**src/common/tcdio_pkg.sv**
```systemverilog
// Package of register map, field layout and constants for the timer, capture and digital I/O block.
package tcdio_pkg;

  // ****************************************
  // Register map (word index on the plain port)
  // ****************************************
  localparam int unsigned ADDR_W = 4;
  localparam logic [3:0] REG_CONTROL = 4'h0;
  localparam logic [3:0] REG_STATUS = 4'h1;
  localparam logic [3:0] REG_COUNT = 4'h2;
  localparam logic [3:0] REG_LIMIT = 4'h3;
  localparam logic [3:0] REG_CAPTURE = 4'h4;
  localparam logic [3:0] REG_IN_ZERO = 4'h5;
  localparam logic [3:0] REG_IN_ONE = 4'h6;
  localparam logic [3:0] REG_OUT_ZERO = 4'h7;
  localparam logic [3:0] REG_OUT_ONE = 4'h8;
  localparam logic [3:0] REG_OUT_BOTH = 4'h9;

  // ****************************************
  // Control word fields
  // ****************************************
  localparam int unsigned CTL_TASK_LSB = 0;
  localparam int unsigned CTL_EN_BIT = 3;
  localparam int unsigned CTL_CS_BIT = 4;
  localparam int unsigned CTL_PRE_LSB = 5;
  localparam int unsigned CTL_MODE_LSB = 7;
  localparam int unsigned CTL_W = 9;
  localparam logic [8:0] CTL_RESET = 9'h000;

  // ****************************************
  // Status bits and reset values
  // ****************************************
  localparam int unsigned ST_EVENT_BIT = 0;
  localparam int unsigned ST_WRAP_BIT = 1;
  localparam logic [15:0] LIMIT_RESET = 16'hffff;
  localparam logic [15:0] WORD_ZERO = 16'h0000;

  // ****************************************
  // Prescale divisors as log4: 1, 4, 16, 64.
  // ****************************************
  localparam int unsigned PRE_MAX = 64;
  localparam logic [1:0] MODE_FREE = 2'h0;
  localparam logic [1:0] MODE_RISE = 2'h1;
  localparam logic [1:0] MODE_FALL = 2'h2;

  typedef struct packed {
    logic [1:0] mode;
    logic [1:0] prescale;
    logic ext_clk;
    logic enable;
    logic [2:0] task_sel;
  } tcdio_ctl_type;

  typedef struct packed {
    logic [ADDR_W-1:0] addr;
    logic [15:0] wdata;
    logic wr;
    logic rd;
  } tcdio_bus_type;

endpackage

```
**src/logic/tcdio_in_sync.sv**
```systemverilog
// Two-stage synchroniser with edge detection for one digital input.
module tcdio_in_sync (
  input wire logic sys_clk_in,  // Module clock.
  input wire logic rstn_in,     // Asynchronous reset, active low.
  input wire logic pin_in,      // Raw pin level.
  output logic level_out,       // Synchronised level.
  output logic rise_out,        // One-cycle pulse on rising edge.
  output logic fall_out         // One-cycle pulse on falling edge.
);

  typedef struct packed {
    logic meta;
    logic sync;
    logic prev;
  } tcdio_sync_type;

  tcdio_sync_type st_r;
  tcdio_sync_type st_nxt;

  always_comb begin
    st_nxt.meta = pin_in;
    st_nxt.sync = st_r.meta;
    st_nxt.prev = st_r.sync;
  end

  // The first stage feeds only the second one.
  always_ff @(posedge sys_clk_in or negedge rstn_in) begin
    if (!rstn_in) begin
      st_r <= '0;
    end else begin
      st_r <= st_nxt;
    end
  end

  assign level_out = st_r.sync;
  assign rise_out = st_r.sync & ~st_r.prev;
  assign fall_out = ~st_r.sync & st_r.prev;

endmodule

```
**src/logic/tcdio_top.sv**
```systemverilog
// Top of the 16-bit timer with capture, wrap limit and two digital inputs and outputs.
//
// Function
// - Event flag bit0; auto-clear or read-clear
// - Wrap flag bit1 set on wrap; read-clear
// - Count readable and writable, write immediate
// - Writable 16-bit wrap limit
// - Capture modes store count in cache
// - Two digital inputs, two digital outputs
// - Input reads 0 low, 1 high
// - Output control 0 low, 1 high
// - Combined output register, consistent with singles
// - Clock source select; prescale 1/4/16/64 on internal clock only
// - Free mode: count, event on wrap
// - Capture on rise/fall; wrap no event
// - Enable bit starts and stops timer
module tcdio_top #(
  parameter int unsigned COUNT_W = 16  // Counter width.
) (
  input wire logic sys_clk_in,                         // Module clock, 20 MHz.
  input wire logic rstn_in,                            // Asynchronous reset, active low.
  input wire logic [tcdio_pkg::ADDR_W-1:0] addr_in,    // Register index.
  input wire logic [15:0] wdata_in,                    // Write data.
  input wire logic wr_in,                              // Write strobe.
  input wire logic rd_in,                              // Read strobe.
  output logic [15:0] rdata_out,                       // Read data, cycle after strobe.
  input wire logic digital_input_zero_in,              // Input pin 0, capture source.
  input wire logic digital_input_one_in,               // Input pin 1, external clock.
  output logic [1:0] dout_out,                         // Output pins 0 and 1.
  output logic timer_event_out                         // Event flag level for task scheduling.
);

  // ****************************************
  // Elaboration checks
  // ****************************************
  if (COUNT_W != 16) begin : g_bad_width
    $error("Counter width must be 16");
  end
  // The six-bit prescaler serves division by 64 at most.
  if (tcdio_pkg::PRE_MAX != 64) begin : g_bad_prescale
    $error("Prescaler cannot serve this division");
  end
  if (tcdio_pkg::CTL_W != $bits(tcdio_pkg::tcdio_ctl_type)) begin : g_bad_ctl_width
    $error("Control word width does not match its fields");
  end
  // A word with one bit set must land in the field that the register map gives that bit.
  localparam tcdio_pkg::tcdio_ctl_type CTL_PROBE_EN =
    tcdio_pkg::tcdio_ctl_type'(9'h001 << tcdio_pkg::CTL_EN_BIT);
  localparam tcdio_pkg::tcdio_ctl_type CTL_PROBE_MODE =
    tcdio_pkg::tcdio_ctl_type'(9'h001 << tcdio_pkg::CTL_MODE_LSB);
  if (CTL_PROBE_EN.enable != 1'b1 || CTL_PROBE_MODE.mode != 2'h1) begin : g_bad_ctl_layout
    $error("Control word fields are out of place");
  end

  // ****************************************
  // State
  // ****************************************
  typedef struct packed {
    tcdio_pkg::tcdio_ctl_type ctl;
    logic [COUNT_W-1:0] count;
    logic [COUNT_W-1:0] limit;
    logic [COUNT_W-1:0] capture;
    logic timer_event_flag;
    logic wrap_flag;
    logic [5:0] pre_cnt;
    logic [1:0] dout;
    logic [15:0] rdata;
  } tcdio_state_type;

  tcdio_state_type st_r;
  tcdio_state_type st_nxt;

  logic in0_level;
  logic in0_rise;
  logic in0_fall;
  logic in1_level;
  logic in1_rise;
  logic tick;
  logic wrap;
  logic capture_hit;
  logic status_read;

  // ****************************************
  // Input synchronisers
  // ****************************************
  tcdio_in_sync u_sync0 (
    .sys_clk_in(sys_clk_in),
    .rstn_in(rstn_in),
    .pin_in(digital_input_zero_in),
    .level_out(in0_level),
    .rise_out(in0_rise),
    .fall_out(in0_fall)
  );

  tcdio_in_sync u_sync1 (
    .sys_clk_in(sys_clk_in),
    .rstn_in(rstn_in),
    .pin_in(digital_input_one_in),
    .level_out(in1_level),
    .rise_out(in1_rise),
    .fall_out()
  );

  // True when a strobe hits one register index.
  function automatic logic reg_hit(input logic strobe, input logic [tcdio_pkg::ADDR_W-1:0] a,
                                   input logic [tcdio_pkg::ADDR_W-1:0] idx);
    return strobe & (a == idx);
  endfunction

  // Mask of low prescaler bits that must be all ones for a tick.
  function automatic logic [5:0] pre_mask(input logic [1:0] sel);
    logic [5:0] m;
    m = 6'h00;
    case (sel)
      2'h0: m = 6'h00;
      2'h1: m = 6'h03;
      2'h2: m = 6'h0f;
      default: m = 6'h3f;
    endcase
    return m;
  endfunction

  // ****************************************
  // Count tick, wrap and capture
  // ****************************************
  always_comb begin
    if (st_r.ctl.ext_clk) begin
      tick = st_r.ctl.enable & in1_rise;
    end else begin
      tick = st_r.ctl.enable & ((st_r.pre_cnt & pre_mask(st_r.ctl.prescale)) ==
                                pre_mask(st_r.ctl.prescale));
    end
    wrap = tick & (st_r.count == st_r.limit);
    capture_hit = st_r.ctl.enable & (((st_r.ctl.mode == tcdio_pkg::MODE_RISE) & in0_rise) |
                                     ((st_r.ctl.mode == tcdio_pkg::MODE_FALL) & in0_fall));
    status_read = reg_hit(rd_in, addr_in, tcdio_pkg::REG_STATUS);
  end

  // ****************************************
  // Next state
  // ****************************************
  always_comb begin
    st_nxt = st_r;
    // The prescaler runs freely while enabled, so a new prescale value takes effect within 64 cycles.
    st_nxt.pre_cnt = st_r.ctl.enable ? st_r.pre_cnt + 6'h01 : 6'h00;
    if (tick) begin
      st_nxt.count = wrap ? '0 : st_r.count + 16'h0001;
    end
    if (capture_hit) begin
      st_nxt.capture = st_r.count;
    end

    // Clears first; sets below override so no event is lost.
    if (status_read) begin
      st_nxt.timer_event_flag = 1'b0;
      st_nxt.wrap_flag = 1'b0;
    end
    if (st_r.ctl.task_sel != 3'h0) begin
      st_nxt.timer_event_flag = 1'b0;
    end

    if (wr_in) begin
      case (addr_in)
        tcdio_pkg::REG_CONTROL: st_nxt.ctl = tcdio_pkg::tcdio_ctl_type'(wdata_in[tcdio_pkg::CTL_W-1:0]);
        tcdio_pkg::REG_COUNT: st_nxt.count = wdata_in;
        tcdio_pkg::REG_LIMIT: st_nxt.limit = wdata_in;
        tcdio_pkg::REG_CAPTURE: st_nxt.capture = wdata_in;
        tcdio_pkg::REG_OUT_ZERO: st_nxt.dout[0] = wdata_in[0];
        tcdio_pkg::REG_OUT_ONE: st_nxt.dout[1] = wdata_in[0];
        tcdio_pkg::REG_OUT_BOTH: st_nxt.dout = wdata_in[1:0];
        default: st_nxt.dout = st_r.dout;
      endcase
    end

    if ((wrap & (st_r.ctl.mode == tcdio_pkg::MODE_FREE)) | capture_hit) begin
      st_nxt.timer_event_flag = 1'b1;
    end
    if (wrap) begin
      st_nxt.wrap_flag = 1'b1;
    end

    st_nxt.rdata = tcdio_pkg::WORD_ZERO;
    if (rd_in) begin
      case (addr_in)
        tcdio_pkg::REG_CONTROL: st_nxt.rdata = {7'h00, st_r.ctl};
        tcdio_pkg::REG_STATUS: st_nxt.rdata = {14'h0000, st_r.wrap_flag, st_r.timer_event_flag};
        tcdio_pkg::REG_COUNT: st_nxt.rdata = st_r.count;
        tcdio_pkg::REG_LIMIT: st_nxt.rdata = st_r.limit;
        tcdio_pkg::REG_CAPTURE: st_nxt.rdata = st_r.capture;
        tcdio_pkg::REG_IN_ZERO: st_nxt.rdata = {15'h0000, in0_level};
        tcdio_pkg::REG_IN_ONE: st_nxt.rdata = {15'h0000, in1_level};
        tcdio_pkg::REG_OUT_ZERO: st_nxt.rdata = {15'h0000, st_r.dout[0]};
        tcdio_pkg::REG_OUT_ONE: st_nxt.rdata = {15'h0000, st_r.dout[1]};
        tcdio_pkg::REG_OUT_BOTH: st_nxt.rdata = {14'h0000, st_r.dout};
        default: st_nxt.rdata = tcdio_pkg::WORD_ZERO;
      endcase
    end
  end

  always_ff @(posedge sys_clk_in or negedge rstn_in) begin
    if (!rstn_in) begin
      st_r <= '0;
      st_r.ctl <= tcdio_pkg::tcdio_ctl_type'(tcdio_pkg::CTL_RESET);
      st_r.limit <= tcdio_pkg::LIMIT_RESET;
    end else begin
      st_r <= st_nxt;
    end
  end

  assign rdata_out = st_r.rdata;
  assign dout_out = st_r.dout;
  assign timer_event_out = st_r.timer_event_flag;
endmodule

```
**config.mk**
```make
export PLATFORM = sky130hd
export DESIGN_NAME = tcdio_top
export DESIGN_NICKNAME = d
export VERILOG_FILES = /design/src/common/tcdio_pkg.sv /design/src/logic/tcdio_in_sync.sv /design/src/logic/tcdio_top.sv
export SDC_FILE = /design/constraint.sdc
export NUM_CORES = 1
export LEC_CHECK = 0
export ABC_AREA = 1
export BUFFER_PORTS_ARGS = -buffer_cell sky130_fd_sc_hd__buf_2
export CAP_MARGIN = 5
export CORE_MARGIN = 3
export CORE_UTILIZATION = 56
export CTS_CLUSTER_DIAMETER = 150
export DETAILED_ROUTE_END_ITERATION = 8
export MAX_ROUTING_LAYER = met4
export PLACE_DENSITY = 0.76
export SLEW_MARGIN = 20
export SYNTH_ARGS = -nofsm -noshare
export SYNTH_HDL_FRONTEND = slang
export SYNTH_SLANG_ARGS = --single-unit
```
**constraint.sdc**
```tcl
create_clock -name sys_clk_in -period 1.6 [get_ports sys_clk_in]
set_input_delay 0.24 -clock sys_clk_in [delete_from_list [all_inputs] [get_ports sys_clk_in]]
set_output_delay 0.24 -clock sys_clk_in [all_outputs]
set_load 0.03 [all_outputs]
```
* Yosys cells after proc, flatten, opt, wreduce, memory -nomap -nowiden *
Cells that the tools add are included.

storage, ports and cells
  memory bits (writable) = 0
  memories = 0
  latch bits = 0
  memory bits (read-only) = 0
  register bits = 89
  word-level logic and storage cells = 84
  input port bits = 26

cells by class
  magnitude comparators = 0
  add/sub/neg operators = 2
  $mul = 0
  shift operators = 0
  equal/unequal tests = 15
  muxes and demuxes = 18
  reduce and logical (&&, ||, !) cells = 12
  divide/modulo/power cells = 0
  bitwise operators = 17

operators by type and width
  cell                                                              number
  16-bit case mux with 10 select lines                              1
  16-bit two-way mux                                                7
  48-bit two-way mux                                                1
  6-bit case mux with 3 select lines                                1
  16-bit by 1-bit adder with 16-bit output (second input constant)  1
  16-bit == test                                                    1
  4-bit by 3-bit == test with 1-bit output (second input constant)  4
  6-bit two-way mux                                                 2
  1-bit bitwise AND                                                 11
  4-bit by 2-bit == test with 1-bit output (second input constant)  2
  4-bit == test (second input constant)                             2
  2-bit AND reduction                                               4
  6-bit by 1-bit adder with 6-bit output (second input constant)    1
  6-bit bitwise AND                                                 1
  6-bit == test                                                     1
  3-bit nonzero test                                                2
  2-bit by 1-bit == test with 1-bit output (second input constant)  2
  2-bit == test (second input constant)                             2
  4-bit by 1-bit == test with 1-bit output (second input constant)  1
  2-bit logical NOT                                                 2
  4-bit logical NOT                                                 1
  1-bit two-way mux                                                 4
  2-bit nonzero test                                                2
  1-bit NOT                                                         3
  other kinds (4)                                                   5

* Longest topological paths before layout *
Gate-level depths: netlist of run 1.

  depth after elaboration = 12
  mapped depth = 12
  depth with buffers taken out = 11

* By module *
A second synthesis of run 1 with hierarchy kept.

unflattened totals
  cells, all modules = 639
  area, all modules = 4794.6 um^2

modules (own cells, without submodules)
  module         cells an instance  area an instance (um^2)  sequential area each (um^2)  times used
  tcdio_top      625                4614.4                   2097.0                       1
  tcdio_in_sync  7                  90.1                     75.1                         2

* Worst setup path after synthesis of run 1 *
OpenSTA, ideal clock, no wires.

  path type = register to register
  from = register st_r[59] (netlist name)
  to = register st_r[72] (netlist name)
  arrival time = 1.334 ns
  cell stages (with the launch flop) = 8
  setup time = 0.117 ns
  path buffers = 0
  slack = 0.149 ns
  path through = dfrtp_1 > ha_1 > nand2_1 > or2_1 > nor3_4 > nand4_1 > nand3_1 > nand2_1

RTL lines
  what                    RTL line          text
  from (decl)             tcdio_top.sv:70   tcdio_state_type st_r;
  from (signal assigned)  tcdio_top.sv:206  st_r <= st_nxt;

==> flow_summary_export.csv, run 1 <==
group,metric,value,unit
finish,nNetsFinal,705,
placed_design,io_buffers,44,
placed_design,dp_hpwl,8520,um
power,p_leak,2.86,nW
critical_path,r2r_slack,-0.04,ns
detailed_routing,detail-route-antenna-nets,0,
clock_network,clock_path_buffers,2,
clock_network,cts_tree,"done",
global_route,grt_pass1_vias,3981,
detailed_routing,drt-total-wl,12600,um
clock_network,clock-sinks,89,
global_route,gr-usage-met1,0.392,
clock_network,clkLatencyLatePin,0.37,ns
finish,drive_gt1_frac,0.280,
critical_path,cp.depth,11,
floorplanning,start_util,0.589,
sta,tightest_slew,0.349,ns
synth,synth_cells,601,
critical_path,cp_data_arrival_time,1.89,ns
sta,setup_tns,-0.283,ns
floorplanning,io_pins,45,
critical_path,cp_cell_sequence,"inv_1 > nand2_1 > nand2_1 > nor2_2 > nand2_2 > nor2_4 > nand3_2 > nand2_4 > inv_6 > nand2_2 > o21ai_1",
global_route,antenna_found_initial,0,
critical_path,crit_buf_inv,2,
synth,postSynthRegisterBits,89,
worst_hold_path,holdPathStages,3,
finish,final_cell_mix,"nand2_1 (161), dfrtp_1 (69), inv_1 (66)",
detailed_routing,via_per_inst,5.61,
finish,final_util,0.704,
synth,yosysSeqAreaShare,0.481,
worst_hold_path,hold_path_class,"input pin to flop",
placed_design,gp_congestion,0.961,
clock_network,cts_root_buffer,"clkbuf_8",
sta,finalSetupViolCount,13,
detailed_routing,drcViolationCount,0,
finish,final_common_cell,"nand2_1",
power,vdd_drop_max,732,uV
sta,finalClockSkew,0.0150,ns
floorplanning,die_y,97.3,um
sta,rsz0062_at_grt,"true",
global_route,grt_overflow,0,
floorplanning,dieWidth,97.3,um
critical_path,cpLargestDelayFamily,"simple AND/OR/NAND/NOR gates",
sta,max_clock_freq,611,MHz
clock_network,htree_levels,3,
critical_path,reg2reg_depth,11,
critical_path,required,1.85,ns
critical_path,crit_type,"flop to flop",
global_route,grt_max_degree,41,
run_status,status,"finished with violations",
critical_path,crit_path_end_kind,"flop",
critical_path,worst_setup_path_start_kind,"flop",
finish,area_growth_syn_to_layout,19.5,%
synth,syn_avg_cell_area,7.77,um^2
synth,synth_area,4670,um^2
finish,n_fill_cell,624,
critical_path,worst_path_max_delay_cell,"dfstp_2",
detailed_routing,dr.pass1.iters,5,
global_route,use_met3,0.0445,
sta,hold_viol,0,
synth,synth_cell_types,36,
critical_path,path_max_fanout,7,
power,power_density,1260,nW/um^2
clock_network,numCtsBuffers,9,
global_route,grtUsageTotal,0.270,
sta,finalCriticalPeriod,1.64,ns
floorplanning,fp-row-count,32,
finish,n_antenna_cell,0,
sta,slew_violations,0,
sta,setup_ws,-0.0376,ns
global_route,top_usage_layer,"met2",
sta,period_share,1.02,
synth,syn_nets,629,
power,power,7.03,mW
detailed_routing,wl_per_cell,16.0,um
floorplanning,dieArea,9470,um^2
run,max_cap_violations,0,
floorplanning,core_area,7930,um^2
critical_path,cp_slowest_stage_delay,0.55,ns
detailed_routing,vias,4400,
global_route,grt_use_met2,0.396,
synth,synth-warning-count,0,
run_status,violations,"setup timing",
global_route,grt_pass1_wl,20000,um
clock_network,clkSlewWorstSetupHoldPaths,0.10,ns
detailed_routing,drt_iter0_drc,464,
sta,slew-limit-headroom,0.766,
-- per-stage QoR --
stage,hold slack [ns],std cells,setup slack [ns],cell area (um^2)
after detailed placement,0.173,749,-0.0623,5110
after CTS,0.0818,773,-0.0381,5420
after floorplan,-0.0556,601,0.149,4670
final,0.0875,784,-0.0376,5580
after global routing,0.0901,784,-0.173,5580
after global placement,0.167,749,-0.0522,5110
-- worst paths after layout --
check / from / endpoint
max: st_r[47] / st_r[64]
min: wdata_in[14] / st_r[72]
max reg2reg: st_r[47] / st_r[64]
min reg2reg: u_sync0.st_nxt[1] / u_sync0.level_out
max in group asynchronous: rstn_in / st_r[52]
min in group asynchronous: rstn_in / u_sync1.st_r[0]
-- what timing repair did --
item	4_1_cts	5_1_grt
hold buffers	3	0
pin swaps	11	15
endpoints found under the hold margin	23	0
gates resized for setup	14	36
cloned	0	1
setup endpoints to repair	10	16
setup buffers	5	10
-- layer usage --
metal  wire, um  vias to the layer above
met3        998                       35
met1       5640                     2055
met5          0                        -
met4        240                        0
li1           -                     2093
met2       5680                      217
-- cells by family after synthesis --
family | count (synthesis) | share of synthesized area
AO/OA/AOI/OAI | 119 | 0.150
adder cells (fa/ha/maj) | 2 | 0.00536
AND/OR/NAND/NOR | 273 | 0.249
buffers and inverters | 118 | 0.114
flip-flops | 89 | 0.481
-- power by group --
part | internal, mW | leakage (nW) | switching [mW]
sequential | 2.84 | 1.09 | 0.446
combinational | 0.896 | 1.67 | 1.26
clock | 0.742 | 0.0979 | 0.850
-- tightest hold or removal path, delay by kind of cell --
kind                   cells  cell delay (ns)
and+or+nand+nor            2             0.10
buffers and inverters      1             0.09
-- registers in the layout, summed over array words and instances, names as in the netlist --
signal	flops
timer_event_out	1
rdata_out	16
st_r	64
u_sync0.st_nxt	1
u_sync0.st_r	1
u_sync1.st_r	1
u_sync0.level_out	1
dout_out	2
u_sync1.st_nxt	1
u_sync1.level_out	1
-- cell usage after synthesis, drive strengths merged --
cell type,n,area share
a31oi,1,0.0013
a21oi,10,0.012
o22ai,25,0.033
nor2,59,0.051
o2111ai,1,0.0019
clkbuf,7,0.0056
clkinv,1,0.00080
nand3,29,0.035
nand4,8,0.011
a211oi,1,0.0016
inv,82,0.066
o21ai,63,0.068
nor4,1,0.0013
a21o,1,0.0016
nand2,171,0.14
or2,1,0.0013
o211ai,2,0.0032
o221ai,7,0.013
a221oi,7,0.013
nor3,4,0.0091
dfstp,16,0.090
dfrtp,73,0.39
a31o,1,0.0019
ha,2,0.0054
buf,28,0.042
-- cell type report --
| type | instances | area, um^2 | area share |
|---|---|---|---|
| Tap cell | 102 | 128 | 0.0229 |
| Clock inverter | 6 | 72.6 | 0.0130 |
| Multi-Input combinational cell | 394 | 1990 | 0.356 |
| Timing Repair Buffer | 100 | 697 | 0.125 |
| Sequential cell | 89 | 2250 | 0.403 |
| Inverter | 83 | 317 | 0.0567 |
| Clock buffer | 10 | 128 | 0.0229 |
No activity file was read; power rests on OpenSTA's default activity.
==> run 2: changes to the inputs <==
- CORE_MARGIN: 3 -> 4
- HOLD_SLACK_MARGIN: not set -> 0.03
- RECOVER_POWER: not set -> 100
==> flow_summary_export.csv, run 2 (synthesis results as in run 1) <==
group,metric,value,unit
global_route,grt_use_met2,0.409,
clock_network,htree_levels,3,
clock_network,numCtsBuffers,9,
worst_hold_path,hold_path_class,"input pin to flop",
finish,drive_gt1_frac,0.226,
global_route,use_met3,0.0428,
floorplanning,dieArea,9860,um^2
sta,period_share,1.03,
clock_network,clock-sinks,89,
floorplanning,dieWidth,99.3,um
detailed_routing,drt-total-wl,12400,um
finish,nNetsFinal,708,
clock_network,clkSlewWorstSetupHoldPaths,0.09,ns
sta,finalClockSkew,0.0119,ns
clock_network,cts_root_buffer,"clkbuf_8",
placed_design,place_ws,-0.0410,ns
placed_design,place_area,5180,um^2
global_route,grtUsageTotal,0.271,
floorplanning,start_util,0.571,
sta,finalSetupViolCount,9,
detailed_routing,wl_per_cell,15.7,um
run,max_cap_violations,0,
sta,slew-limit-headroom,0.555,
detailed_routing,drt_iter0_drc,379,
global_route,gr-usage-met1,0.374,
detailed_routing,via_per_inst,5.56,
clock_network,clock_path_buffers,2,
sta,rsz0062_at_grt,"true",
critical_path,crit_type,"flop to flop",
run_status,status,"finished with violations",
global_route,grt_overflow,0,
detailed_routing,dr.pass1.iters,5,
finish,final_common_cell,"nand2_1",
sta,finalCriticalPeriod,1.64,ns
critical_path,path_max_fanout,5,
global_route,grt_pass1_vias,4284,
finish,largest_reg_flops,64,
power,p_leak,2.75,nW
finish,largest-register,"st_r",
clock_network,cts_tree,"done",
sta,setup_ws,-0.0409,ns
global_route,grt_pass1_wl,20700,um
placed_design,dp_hpwl,8680,um
global_route,antenna_found_initial,0,
placed_design,gp_congestion,0.892,
detailed_routing,vias,4396,
floorplanning,fp-row-count,33,
detailed_routing,drcViolationCount,0,
global_route,grt_max_degree,33,
finish,n_antenna_cell,0,
finish,area_growth_syn_to_layout,17.1,%
global_route,top_usage_layer,"met2",
placed_design,io_buffers,44,
critical_path,worst_setup_path_start_kind,"flop",
clock_network,clkLatencyLatePin,0.36,ns
sta,hold_ws,0.103,ns
sta,slew_violations,0,
floorplanning,die_y,99.3,um
power,vdd_drop_max,666,uV
critical_path,reg2reg_from,"st_r[58]",
floorplanning,core_area,8180,um^2
sta,tightest_slew,0.667,ns
critical_path,cp_data_arrival_time,1.91,ns
worst_hold_path,hp-start,"wdata_in[5]",
critical_path,required,1.87,ns
floorplanning,io_pins,45,
critical_path,startpoint,"st_r[58]",
detailed_routing,detail-route-antenna-nets,0,
power,power,6.88,mW
sta,hold_viol,0,
power,power_density,1260,nW/um^2
finish,final_cell_mix,"nand2_1 (166), dfrtp_1 (72), inv_1 (62)",
finish,final_util,0.669,
sta,max_clock_freq,609,MHz
critical_path,crit_path_end_kind,"flop",
run_status,violations,"setup timing",
finish,final_area,5470,um^2
==> run 2: changes by cell type in the layout (fill, tap and decap cells not counted), sizes merged <==
cell,delta
bufinv,-1
clkbuf,+29
inv,-1
clkinv,+2
buf,-26
==> run 2: through the flow <==
stage / setup TNS (ns) / cells
floorplan: 0 / 601
global placement: -0.0284 / 757
detailed placement: -0.296 / 757
CTS: -0.0240 / 785
global route: -1.87 / 790
finish: -0.168 / 790
==> run 2: report_power, final <==
group	switching (mW)	internal, mW	total [mW]
registers	0.437	2.83	3.27
logic	1.23	0.906	2.14
clock network	0.848	0.627	1.47
==> run 2: worst paths after layout <==
check	to	slack, ns	cells after the start
max in group asynchronous	st_r[50]	0.28	3
max reg2reg	st_r[68]	-0.04	8
max	st_r[68]	-0.04	8
min	st_r[63]	0.10	3
min reg2reg	u_sync1.level_out	0.36	0
min in group asynchronous	rdata_out[1]	0.41	2
==> run 2: layer usage <==
layer | vias up | share of wire
li1 | 2101 | -
met1 | 2040 | 0.44
met2 | 219 | 0.45
met3 | 36 | 0.086
met4 | 0 | 0.027
met5 | - | 0
==> run 2: layout make-up <==
class	instances	area [um^2]
Clock buffer	10	138
Inverter	83	317
Clock inverter	6	51.3
Fill cell	704	2710
Multi-Input combinational cell	394	1930
Tap cell	105	131
Timing Repair Buffer	103	652
Sequential cell	89	2250
==> run 2: timing repair <==
action | CTS | global route
endpoints found under the setup margin | 10 | 17
hold buffers | 3 | 0
resized for setup | 11 | 17
endpoints found under the hold margin | 20 | 0
setup buffers | 9 | 6
pin swaps | 8 | 16
==> run 2: critical path, stage by stage (launching register included) <==
cell and delay, ns:
dfrtp_1 0.44, ha_2 0.22, nand2_1 0.09, or2_4 0.30, nor3_4 0.17, nand2_1 0.08
nand2_1 0.05, nand2_1 0.04, o21ai_1 0.17
==> run 3: changes to the inputs <==
- TNS_END_PERCENT: not set -> 30
==> flow_summary_export.csv, run 3 (synthesis results as in run 1) <==
group,metric,value,unit
worst_hold_path,hp-start,"wdata_in[5]",
sta,finalSetupViolCount,10,
finish,largest-register,"st_r",
sta,tightest_slew,0.664,ns
floorplanning,io_pins,45,
placed_design,dp_hpwl,8680,um
critical_path,reg2reg_from,"st_r[49]",
detailed_routing,drcViolationCount,0,
detailed_routing,wl_met3,1070,um
detailed_routing,dr.pass1.iters,5,
power,p_comb_frac,0.305,
critical_path,startpoint,"st_r[49]",
placed_design,placed_cells,757,
global_route,grt_max_degree,33,
power,switching_share,0.366,
finish,final_common_cell,"nand2_1",
finish,finalNonFillerCells,785,
sta,max_clock_freq,609,MHz
floorplanning,dieArea,9860,um^2
critical_path,required,1.85,ns
detailed_routing,wl_per_cell,15.6,um
detailed_routing,drt_iter0_drc,414,
clock_network,htree_levels,3,
detailed_routing,top_layer,"met4",
finish,n_antenna_cell,0,
detailed_routing,wl_met1,5390,um
global_route,grt_pass1_vias,4271,
finish,n_fill_cell,706,
clock_network,clock_path_buffers,2,
sta,slew-limit-headroom,0.557,
run_status,violations,"setup timing",
power,power_frac_seq,0.478,
sta,slew_violations,0,
clock_network,clkLatencyLatePin,0.36,ns
floorplanning,start_util,0.571,
floorplanning,fp-row-count,33,
clock_network,numCtsBuffers,9,
run_status,status,"finished with violations",
global_route,grt_pass1_wl,20600,um
critical_path,path_max_fanout,8,
critical_path,cp_data_arrival_time,1.90,ns
placed_design,gp_congestion,0.892,
sta,rsz0062_at_grt,"true",
placed_design,io_buffers,44,
finish,area_growth_syn_to_layout,16.4,%
sta,hold_ws,0.0978,ns
sta,hold_viol,0,
power,vdd_drop_max,659,uV
detailed_routing,met2_length,5510,um
power,p_leak,2.74,nW
finish,nNetsFinal,703,
finish,drive_gt1_frac,0.207,
power,clkPwrFrac,0.217,
global_route,grt_overflow,0,
power,p_sw,2.50,mW
power,power_density,1260,nW/um^2
clock_network,cts_root_buffer,"clkbuf_8",
detailed_routing,vias,4337,
placed_design,place_ws,-0.0410,ns
sta,period_share,1.03,
detailed_routing,drt-total-wl,12300,um
finish,final_cell_mix,"nand2_1 (168), dfrtp_1 (73), inv_1 (70)",
critical_path,worst_setup_path_start_kind,"flop",
floorplanning,die_y,99.3,um
run,max_cap_violations,0,
clock_network,clock-sinks,89,
sta,finalClockSkew,0.0122,ns
floorplanning,core_area,8180,um^2
sta,finalCriticalPeriod,1.64,ns
detailed_routing,via_per_inst,5.52,
detailed_routing,detail-route-antenna-nets,0,
floorplanning,dieWidth,99.3,um
global_route,grtUsageTotal,0.270,
clock_network,cts_tree,"done",
critical_path,crit_path_end_kind,"flop",
clock_network,clkSlewWorstSetupHoldPaths,0.09,ns
worst_hold_path,hold_path_class,"input pin to flop",
power,p_int,4.33,mW
sta,setup_ws,-0.0434,ns
critical_path,crit_type,"flop to flop",
global_route,antenna_found_initial,0,
finish,largest_reg_flops,64,
run 3: layout make-up:
type | count | area, um^2 | share of cell area
Tap cell | 105 | 131 | 0.0242
Multi-Input combinational cell | 394 | 1930 | 0.356
Sequential cell | 89 | 2250 | 0.414
Clock buffer | 10 | 138 | 0.0253
Clock inverter | 6 | 51.3 | 0.00944
Timing Repair Buffer | 98 | 617 | 0.114
Inverter | 83 | 317 | 0.0583
run 3: worst paths after layout:
check                      slack (ns)                 to  cells after the start
min                               0.1           st_r[63]                      3
min reg2reg                      0.36  u_sync1.level_out                      0
max reg2reg                     -0.04           st_r[70]                     11
max                             -0.04           st_r[70]                     11
max in group asynchronous        0.29           st_r[53]                      3
min in group asynchronous        0.40       rdata_out[1]                      2
run 3: power groups by stage:
stage | sequential, mW | combinational [mW] | clock (mW)
after floorplan | 3.19 | 1.29 | 0
after global placement | 3.26 | 1.87 | 0
after detailed placement | 3.29 | 1.95 | 0
after CTS | 3.25 | 2.01 | 1.50
after global routing | 3.34 | 2.36 | 1.60
final | 3.26 | 2.09 | 1.48
run 3: worst max-delay path, cell delays in order, from the launching register on:
cell	delay [ns]
dfstp_2	0.56
inv_1	0.05
nand2_1	0.05
nand2_1	0.05
nor2_1	0.11
nand2_1	0.10
nor2_2	0.15
nand3_2	0.12
nand2_4	0.15
inv_6	0.07
nand3_1	0.08
nand2_1	0.05
run 3: repair_timing:
action	CTS	global route
pin swaps	4	13
hold endpoints to repair	20	0
hold buffers	3	0
endpoints found under the setup margin	10	17
setup buffers	5	4
gates resized for setup	6	13
run 3: per-stage QoR:
stage	util	instance area (um^2)	power (mW)	TNS, ns
6_report	0.665	5430	6.83	-0.216
5_1_grt	0.665	5430	7.29	-1.92
4_1_cts	0.667	5450	6.76	-0.172
3_5_place_dp	0.633	5180	5.24	-0.296
3_3_place_gp	0.633	5180	5.13	-0.0284
2_1_floorplan	-	4670	4.48	0
run 3: per-layer routing:
layer / vias to the layer above / global-route usage
met5: - / -
met4: 0 / 0.0945
met3: 30 / 0.0428
met2: 218 / 0.406
met1: 1997 / 0.374
li1: 2092 / -
